`config.mk`:
```
export PLATFORM = sky130hd
export DESIGN_NAME = fifo_port_control
export DESIGN_NICKNAME = d
export VERILOG_FILES = /design/src/core/fifo_port_control_pkg.sv /design/src/core/port_memory.sv /design/src/core/stage_fifo.sv /design/src/core/fifo_port_control.sv
export VERILOG_INCLUDE_DIRS = /design/src /design/src/core
export SDC_FILE = /design/constraint.sdc
export NUM_CORES = 1
export LEC_CHECK = 0
export BUFFER_PORTS_ARGS = -buffer_cell sky130_fd_sc_hd__buf_4
export CAP_MARGIN = 20
export CORE_ASPECT_RATIO = 1.75
export CORE_MARGIN = 2
export CORE_UTILIZATION = 56
export CTS_CLUSTER_SIZE = 28
export DETAILED_ROUTE_END_ITERATION = 7
export PLACE_DENSITY = 0.76
export SKIP_CTS_REPAIR_TIMING = 1
export SLEW_MARGIN = 20
export SYNTH_ARGS = -nofsm -noshare
export SYNTH_HDL_FRONTEND = slang
export SYNTH_SLANG_ARGS = --single-unit
```
`constraint.sdc`:
```
create_clock -name clk -period 6.1 [get_ports clk]
set_input_delay 0.915 -clock clk [delete_from_list [all_inputs] [get_ports clk]]
set_output_delay 0.915 -clock clk [all_outputs]
set_load 0.05 [all_outputs]
```
`src/core/fifo_port_control_defines.svh`:
```
// constants for the buffer port control block
`ifndef FIFO_PORT_CONTROL_DEFINES_SVH
`define FIFO_PORT_CONTROL_DEFINES_SVH
`define DATA_W        36
`define CFG_W         8
`define BUF_DEPTH     16
`define BUF_AW        4
`define PTR_W         5
`define HALF_LEVEL    5'h08
`define FULL_LEVEL    5'h10
`define STAGE_DEPTH   8
`define WIDTH_SEL_RST 3'h7
`define CFG_RST       8'h00
`endif

```
`src/core/fifo_port_control_pkg.sv`:
```
// types for the buffer port control block
package fifo_port_control_pkg;
    typedef enum logic [1:0] {
        src_buffer  = 2'b00,
        src_config  = 2'b01,
        src_mailbox = 2'b10
    } read_source_type;
endpackage

```
`src/core/port_memory.sv`:
```
// small buffer memory with registered read data
`timescale 1ns/100ps
`default_nettype none
module port_memory #(
    parameter int WIDTH = 36,
    parameter int AW    = 4
) (
    input  wire logic             clk,
    input  wire logic             write_en,
    input  wire logic [AW-1:0]    write_addr,
    input  wire logic [WIDTH-1:0] write_data,
    input  wire logic             read_en,
    input  wire logic [AW-1:0]    read_addr,
    output logic      [WIDTH-1:0] read_data
);
    logic [WIDTH-1:0] cells [0:(1<<AW)-1];

    always_ff @(posedge clk) begin
        if (write_en) begin
            cells[write_addr] <= write_data;
        end
    end

    always_ff @(posedge clk) begin
        if (read_en) begin
            read_data <= cells[read_addr];
        end
    end
endmodule
`default_nettype wire

```
`src/core/stage_fifo.sv`:
```
// staging fifo with valid and ready on both sides
`timescale 1ns/100ps
`default_nettype none
module stage_fifo #(
    parameter int WIDTH = 36,
    parameter int DEPTH = 8
) (
    input  wire logic             clk,
    input  wire logic             rst_b,
    input  wire logic             flush,
    input  wire logic             in_valid,
    output logic                  in_ready,
    input  wire logic [WIDTH-1:0] in_data,
    output logic                  out_valid,
    input  wire logic             out_ready,
    output logic      [WIDTH-1:0] out_data
);
    localparam int AW = $clog2(DEPTH);
    logic [WIDTH-1:0] slots [0:DEPTH-1];
    logic [AW-1:0]    head;
    logic [AW-1:0]    tail;
    logic [AW:0]      count;
    logic             push;
    logic             pop;

    assign in_ready  = (count != (AW+1)'(DEPTH));
    assign out_valid = (count != '0);
    assign push      = in_valid && in_ready;
    assign pop       = out_valid && out_ready;
    assign out_data  = slots[head];

    always_ff @(posedge clk) begin
        if (push) begin
            slots[tail] <= in_data;
        end
    end

    always_ff @(posedge clk or negedge rst_b) begin
        if (!rst_b) begin
            head  <= '0;
            tail  <= '0;
            count <= '0;
        end else if (flush) begin
            head  <= '0;
            tail  <= '0;
            count <= '0;
        end else begin
            if (push) begin
                tail <= tail + 1'b1;
            end
            if (pop) begin
                head <= head + 1'b1;
            end
            count <= count + (AW+1)'(push) - (AW+1)'(pop);
        end
    end
endmodule
`default_nettype wire

```
`src/core/fifo_port_control.sv`:
```
// port control of a programmable first-in first-out buffer
//
// How it works
// [RULE1] full clear zeroes pointers, flags, output, config
// [RULE2] partial clear keeps configuration, zeroes the rest
// [RULE3] one width select serves both ports
// [RULE4] write strobe low accepts word each edge
// [RULE5] config path uses low byte only
// [RULE6] pointer advances; gate off masks the write
// [RULE7] read strobe fetches next word from source
// [RULE8] output enable low drives data pins
// [RULE9] valid strobe low while output is valid; here it is low one cycle per new word
// [RULE10] mark records location of shown word
// [RULE11] replay pulse reloads read pointer from mark
// [RULE12] replay repeats words in order until empty
// [RULE13] mailbox select routes through one register
// [RULE14] empty and full flags are active low
// [RULE15] half level flag low at half occupancy
// [RULE16] mark, replay, mailbox are active high
// [RULE17] read while empty holds pointer, no valid
`timescale 1ns/100ps
`default_nettype none
`include "fifo_port_control_defines.svh"
module fifo_port_control (
    input  wire logic                clk,
    input  wire logic                rst_b,
    input  wire logic                full_clear_n,
    input  wire logic                partial_clear_n,
    input  wire logic [2:0]          word_width_sel,
    input  wire logic                config_path_sel,
    input  wire logic                write_n,
    input  wire logic                input_gate_n,
    input  wire logic [`DATA_W-1:0]  data_in,
    input  wire logic                read_n,
    input  wire logic                output_enable_n,
    input  wire logic                mark,
    input  wire logic                replay_strobe,
    input  wire logic                mailbox_select,
    output logic      [`DATA_W-1:0]  data_out,
    output logic      [`DATA_W-1:0]  data_out_en,
    output logic                     output_valid_n,
    output logic                     empty_n,
    output logic                     full_n,
    output logic                     half_level_n,
    output logic      [2:0]          active_width,
    output logic                     stage_ready
);
    // ****************************************
    // reset and pin synchronisers
    // ****************************************
    logic       rst_meta;
    logic       rst_sync;
    logic [7:0] pin_meta;
    logic [7:0] pin_sync;

    always_ff @(posedge clk or negedge rst_b) begin
        if (!rst_b) begin
            rst_meta <= 1'b0;
            rst_sync <= 1'b0;
        end else begin
            rst_meta <= 1'b1;
            rst_sync <= rst_meta;
        end
    end

    // control pins come from another domain; data is sampled alongside
    always_ff @(posedge clk or negedge rst_sync) begin
        if (!rst_sync) begin
            pin_meta <= 8'hff;
            pin_sync <= 8'hff;
        end else begin
            pin_meta <= {full_clear_n, partial_clear_n, write_n, read_n,
                         ~mark, ~replay_strobe, ~mailbox_select, config_path_sel};
            pin_sync <= pin_meta;
        end
    end

    logic full_clear;
    logic part_clear;
    logic wr_req;
    logic rd_req;
    logic mark_s;
    logic replay_s;
    logic mbox_s;
    logic buf_path;
    // [RULE16] active high strobes
    assign full_clear = ~pin_sync[7];
    assign part_clear = ~pin_sync[6];
    assign wr_req     = ~pin_sync[5];
    assign rd_req     = ~pin_sync[4];
    assign mark_s     = ~pin_sync[3];
    assign replay_s   = ~pin_sync[2];
    assign mbox_s     = ~pin_sync[1];
    assign buf_path   = pin_sync[0];

    logic [`DATA_W-1:0] din_meta;
    logic [`DATA_W-1:0] din_sync;
    logic [1:0]         gate_meta;
    logic [1:0]         gate_sync;
    logic [2:0]         width_meta;
    logic [2:0]         width_sync;

    always_ff @(posedge clk or negedge rst_sync) begin
        if (!rst_sync) begin
            din_meta   <= '0;
            din_sync   <= '0;
            gate_meta  <= 2'h3;
            gate_sync  <= 2'h3;
            width_meta <= `WIDTH_SEL_RST;
            width_sync <= `WIDTH_SEL_RST;
        end else begin
            din_meta   <= data_in;
            din_sync   <= din_meta;
            gate_meta  <= {input_gate_n, output_enable_n};
            gate_sync  <= gate_meta;
            width_meta <= word_width_sel;
            width_sync <= width_meta;
        end
    end

    logic any_clear;
    assign any_clear = full_clear || part_clear;

    // ****************************************
    // configuration and width
    // ****************************************
    logic [`CFG_W-1:0] config_reg;
    logic              wr_fire;

    // [RULE4] one accepted word per edge while strobe low
    assign wr_fire = wr_req && !mbox_s;

    always_ff @(posedge clk or negedge rst_sync) begin
        if (!rst_sync) begin
            config_reg   <= `CFG_RST;
        end else if (full_clear) begin
            // [RULE1] defaults restored
            config_reg   <= `CFG_RST;
        end else if (!part_clear && wr_fire && !buf_path && !gate_sync[1]) begin
            // [RULE5] low byte only; [RULE2] kept across partial clear
            config_reg   <= din_sync[`CFG_W-1:0];
        end
    end

    // [RULE3] single width for both ports, held by the host
    always_ff @(posedge clk or negedge rst_sync) begin
        if (!rst_sync) begin
            active_width <= `WIDTH_SEL_RST;
        end else begin
            active_width <= width_sync;
        end
    end

    // ****************************************
    // staging fifo in the write path
    // ****************************************
    logic               stg_valid;
    logic               stg_pop;
    logic [`DATA_W:0]   stg_data;
    logic               stg_push;

    // masked words still travel so the pointer advances
    assign stg_push = wr_fire && buf_path && !any_clear;

    stage_fifo #(
        .WIDTH (`DATA_W + 1),
        .DEPTH (`STAGE_DEPTH)
    ) u_stage (
        .clk       (clk),
        .rst_b     (rst_sync),
        .flush     (any_clear),
        .in_valid  (stg_push),
        .in_ready  (stage_ready),
        .in_data   ({gate_sync[1], din_sync}),
        .out_valid (stg_valid),
        .out_ready (stg_pop),
        .out_data  (stg_data)
    );

    // ****************************************
    // buffer pointers and flags
    // ****************************************
    logic [`PTR_W-1:0] wr_ptr;
    logic [`PTR_W-1:0] rd_ptr;
    logic [`PTR_W-1:0] mark_ptr;
    logic [`PTR_W-1:0] shown_ptr;
    logic [`PTR_W-1:0] level;
    logic              buf_empty;
    logic              buf_full;
    logic              rd_fire;
    logic              mem_we;
    logic              mem_rd_valid;

    assign level     = wr_ptr - rd_ptr;
    assign buf_empty = (level == '0);
    assign buf_full  = (level == `FULL_LEVEL);
    // drain stalls when the buffer is full, which backs up the stage
    assign stg_pop   = stg_valid && !buf_full;
    // [RULE6] gate off keeps old contents
    assign mem_we    = stg_pop && !stg_data[`DATA_W];
    // [RULE17] empty read does nothing
    assign rd_fire   = rd_req && !mbox_s && buf_path && !buf_empty;

    always_ff @(posedge clk or negedge rst_sync) begin
        if (!rst_sync) begin
            wr_ptr <= '0;
        end else if (any_clear) begin
            // [RULE1] [RULE2] pointer zeroed
            wr_ptr <= '0;
        end else if (stg_pop) begin
            // [RULE6] advance regardless of gate
            wr_ptr <= wr_ptr + 1'b1;
        end
    end

    always_ff @(posedge clk or negedge rst_sync) begin
        if (!rst_sync) begin
            rd_ptr   <= '0;
            mark_ptr <= '0;
        end else if (any_clear) begin
            rd_ptr   <= '0;
            mark_ptr <= '0;
        end else begin
            // [RULE11] [RULE12] replay reloads pointer, reads repeat in order
            if (replay_s) begin
                rd_ptr <= mark_ptr;
            end else if (rd_fire) begin
                rd_ptr <= rd_ptr + 1'b1;
            end
            // [RULE10] location of the word on the output
            if (mark_s) begin
                mark_ptr <= shown_ptr;
            end
        end
    end

    // replay may move the read pointer behind the writer; level is the raw pointer difference, with no cap, and full is level equal to 16
    always_ff @(posedge clk or negedge rst_sync) begin
        if (!rst_sync) begin
            empty_n      <= 1'b0;
            full_n       <= 1'b1;
            half_level_n <= 1'b1;
        end else if (any_clear) begin
            empty_n      <= 1'b0;
            full_n       <= 1'b1;
            half_level_n <= 1'b1;
        end else begin
            // [RULE14] active low flags
            empty_n      <= !buf_empty;
            full_n       <= !buf_full;
            // [RULE15] half occupancy
            half_level_n <= !(level >= `HALF_LEVEL);
        end
    end

    logic [`DATA_W-1:0] mem_q;

    port_memory #(
        .WIDTH (`DATA_W),
        .AW    (`BUF_AW)
    ) u_mem (
        .clk        (clk),
        .write_en   (mem_we),
        .write_addr (wr_ptr[`BUF_AW-1:0]),
        .write_data (stg_data[`DATA_W-1:0]),
        .read_en    (rd_fire),
        .read_addr  (rd_ptr[`BUF_AW-1:0]),
        .read_data  (mem_q)
    );

    // ****************************************
    // read path, mailbox and output
    // ****************************************
    logic [`DATA_W-1:0]                   mailbox;
    logic                                 mailbox_full;
    logic                                 mem_pending;
    fifo_port_control_pkg::read_source_type read_src;

    // [RULE13] mailbox bypasses the buffer sequence
    always_ff @(posedge clk or negedge rst_sync) begin
        if (!rst_sync) begin
            mailbox      <= '0;
            mailbox_full <= 1'b0;
        end else if (any_clear) begin
            mailbox      <= '0;
            mailbox_full <= 1'b0;
        end else if (mbox_s && wr_req) begin
            if (!gate_sync[1]) begin
                mailbox <= din_sync;
            end
            mailbox_full <= 1'b1;
        end else if (mbox_s && rd_req) begin
            mailbox_full <= 1'b0;
        end
    end

    always_ff @(posedge clk or negedge rst_sync) begin
        if (!rst_sync) begin
            mem_pending <= 1'b0;
            shown_ptr   <= '0;
            read_src    <= fifo_port_control_pkg::src_buffer;
        end else begin
            mem_pending <= rd_fire && !any_clear;
            if (rd_fire) begin
                shown_ptr <= rd_ptr;
            end
            // an empty mailbox read gives no valid word
            if (rd_req && mbox_s && mailbox_full) begin
                read_src <= fifo_port_control_pkg::src_mailbox;
            end else if (rd_req && !mbox_s && !buf_path) begin
                read_src <= fifo_port_control_pkg::src_config;
            end else begin
                read_src <= fifo_port_control_pkg::src_buffer;
            end
        end
    end

    assign mem_rd_valid = mem_pending;

    logic [`DATA_W-1:0] next_data_out;
    logic               next_valid;
    logic               load_out;

    always_comb begin
        next_data_out = data_out;
        next_valid    = 1'b0;
        load_out      = 1'b0;
        case (read_src)
            fifo_port_control_pkg::src_buffer: begin
                if (mem_rd_valid) begin
                    next_data_out = mem_q;
                    next_valid    = 1'b1;
                    load_out      = 1'b1;
                end
            end
            fifo_port_control_pkg::src_config: begin
                // [RULE7] config read on low byte
                next_data_out = {{(`DATA_W-`CFG_W){1'b0}}, config_reg};
                next_valid    = 1'b1;
                load_out      = 1'b1;
            end
            fifo_port_control_pkg::src_mailbox: begin
                next_data_out = mailbox;
                next_valid    = 1'b1;
                load_out      = 1'b1;
            end
            default: begin
                next_valid    = 1'b0;
            end
        endcase
    end

    always_ff @(posedge clk or negedge rst_sync) begin
        if (!rst_sync) begin
            data_out       <= '0;
            output_valid_n <= 1'b1;
        end else if (any_clear) begin
            // [RULE1] [RULE2] output register zeroed
            data_out       <= '0;
            output_valid_n <= 1'b1;
        end else begin
            if (load_out) begin
                data_out <= next_data_out;
            end
            // [RULE9] low for one cycle with a new word
            output_valid_n <= !next_valid;
        end
    end

    // [RULE8] drive pins only while output enable low
    assign data_out_en = {`DATA_W{!gate_sync[0]}};
endmodule
`default_nettype wire

```
==> results.toml <==
[synth]
post_synth_xor_area_fraction_pct = 0.245
synth_area_leaders = "edfxtp_1 64%, mux4_2 13%, dfrtp_1 11%"
synth_most_common_cell = "edfxtp_1"
synth_area_per_cell_um2 = 20.8
synth_top_family_by_area = "multiplexers"
yosys.area.top_type_share_pct = 64.2
yosys.area_share.simple_pct = 2.84
yosysTopAreaCell = "edfxtp_1"
syn-cell-area_mm2 = 0.0425
yosys_warnings = 0
synthMuxAreaShare_pct = 14.9
ys_seq_elements = 1129
synth_nets = 2118
ys_seq_area_share_pct = 77.3
synth-async-reset-ratio_pct = 19.6
synth_fa_ha_area_share_pct = 0.666
synth-compound-area-share_pct = 2.12
yosysUniqueCellTypes = 52
synthCells = 2045
synth_edf_count = 908
synth_flop_cell = "edfxtp_1"
synth_common_cells = "908 x edfxtp_1, 254 x mux4_2, 189 x dfrtp_1"

[finish]
reg_top3 = "u_mem.cells x576, u_stage.slots x296"
fin_util_pct = 63.4
fillers = 4816
final_nets = 2252
syn_to_final_growth_pct = 12.2
largest_register = "u_mem.cells"
drive_above_1_share_pct = 30.6
largest_register_ffs = 576

[sta]
hold_violations = 0
relSlewSlack_pct = 27.1
drv_slew = 0
rsz0062_at_grt = "false"
period_share_pct = 68.8
setup_violations = 0
worstMarginPinSlew_ns = 1.09
min_period_ns = 4.20
setup_tns_ns = 0
fmax_ghz = 0.238
fin_skew_ns = 0.0327

[power]
leakage_uw = 0.0158
ir_worst_vdd_v = 0.000241
power.density_mw_per_mm2 = 345

[placed_design]
hpwl_um = 60700
gp_congestion = 0.893
port_buffers = 130

[grt]
grt_max_degree = 118
antenna_found_initial = 1
grt.overflow.total = 0
first_global_vias = 21300
grt_pass1_wl_um = 144000
track_usage_pct = 26.0

[hold_path]
hp-class = "in -> async"

[worst_setup_path]
cp_max_fo = 28
crit_required_ns = 6.47
crit_arrival_ns = 4.57
startpoint_type = "register"
setup.worst_path.class = "reg -> reg"
endpoint_kind = "register"

[die]
die_area_mm2 = 0.0781
die_w_um = 212
ios = 131
die_h_um = 368
initial_core_util_pct = 56.6
fp-row-count = 133
coreArea_mm2 = 0.0751

[clocking]
cts-root-buf = "clkbuf_16"
cts-buffers-inserted = 91
cts_tree = "yes"
cts_sinks = 1129
clk_path_buf_depth = 3
clk_latency_ns = 0.68
cts.htree.levels = 3
path_clk_slew_ns = 0.07

[routing]
ant_nets = 0
drt-total-wl_um = 97800
avgRoutedWirePerCell_um = 29.9
drcViolationCount = 0
vias_per_cell = 6.24
via_count = 20400
drt_iter0_drc = 2100
dr.pass1.iters = 7

[run_status]
outcome = "finished, final reports clean"

[run]
max_cap_viol_count = 0
-- critical path, stage by stage (launching register included) --
cell,delay [ns]
dfrtp_4,0.69
inv_1,0.12
ha_1,0.34
nor2b_4,0.15
o31a_4,0.30
xnor2_1,0.15
a41oi_2,0.19
buf_4,0.28
nand3_1,0.36
nor2_4,0.90
buf_4,0.37
-- per-stage QoR --
step | instances | total power (uW) | area (um^2) | setup slack [ns] | hold slack [ns]
finish | 3271 | 16400 | 47600 | 1.90 | 0.0318
CTS | 3268 | 16500 | 47600 | 1.90 | -0.0102
global route | 3270 | 16900 | 47600 | 1.64 | 0.00333
floorplan | 2045 | 9950 | 42500 | 0.650 | 0.331
detailed placement | 3098 | 10500 | 44500 | 1.98 | 0.335
global placement | 3098 | 10500 | 44500 | 2.06 | 0.334
-- area by class of cell --
type                       instances  area (um^2)  share of cell area [%]
antenna                            3         7.51                  0.0158
sequential                      1129        32900                    69.0
inverter                          21         80.1                   0.168
clock buffer                     123         2610                    5.49
multi-input combinational        759         8970                    18.8
clock inverter                    47          483                    1.01
tap                             1012         1270                    2.66
timing repair buffer             177         1340                    2.82
-- power by group --
group | leakage [uW] | internal (uW) | switching, uW
sequential | 0.0110 | 8700 | 148
clock | 0.00150 | 3370 | 2690
combinational | 0.00335 | 554 | 952
-- cell usage in the layout, fill, tap and decap left out, drive strengths merged, types with 6 or more instances in the layout --
cell type and count:
edfxtp 908, mux2 36, clkinv 26, dfrtp 189, nor3b 6, xnor2 8, clkinvlp 7, dfstp 32
a21oi 74, clkbuf 123, nor2b 38, nand3 8, a22oi 8, inv 27, mux2i 18, o21ai 59
nor2 34, bufinv 8, ha 21, nand2 141, mux4 254, nor3 11, buf 177
-- path summary, 6_finish.rpt --
kind                            cells after the start  slack (ns)                   to         start
min in group clk                                    0        0.35         din_sync[25]  din_meta[25]
worst min-delay path                                1        0.03             rst_sync         rst_b
worst max register to register                     10        1.90  u_mem.cells[13][20]     rd_ptr[1]
max in group asynchronous                           1        4.47      u_stage.head[0]      rst_sync
worst min register to register                      0        0.32          din_sync[1]      rst_sync
worst max-delay path                               10        1.90  u_mem.cells[13][20]     rd_ptr[1]
-- cell families after synthesis --
logic type,count (synthesis)
adder cells (fa/ha/maj),22
other,1
AND/OR/NAND/NOR,261
multiplexers,308
flip-flops,1129
buffers and inverters,157
XOR/XNOR,11
AO/OA/AOI/OAI,156
-- layer usage --
layer,share of wire (%),track usage [%],vias up
met3,7.0,3.90,210
met5,0,0,-
met2,53,45.2,1020
met4,5.7,13.7,0
li1,-,-,8349
met1,34,31.4,10800
Note: power is estimated with default switching activity, not from simulation.
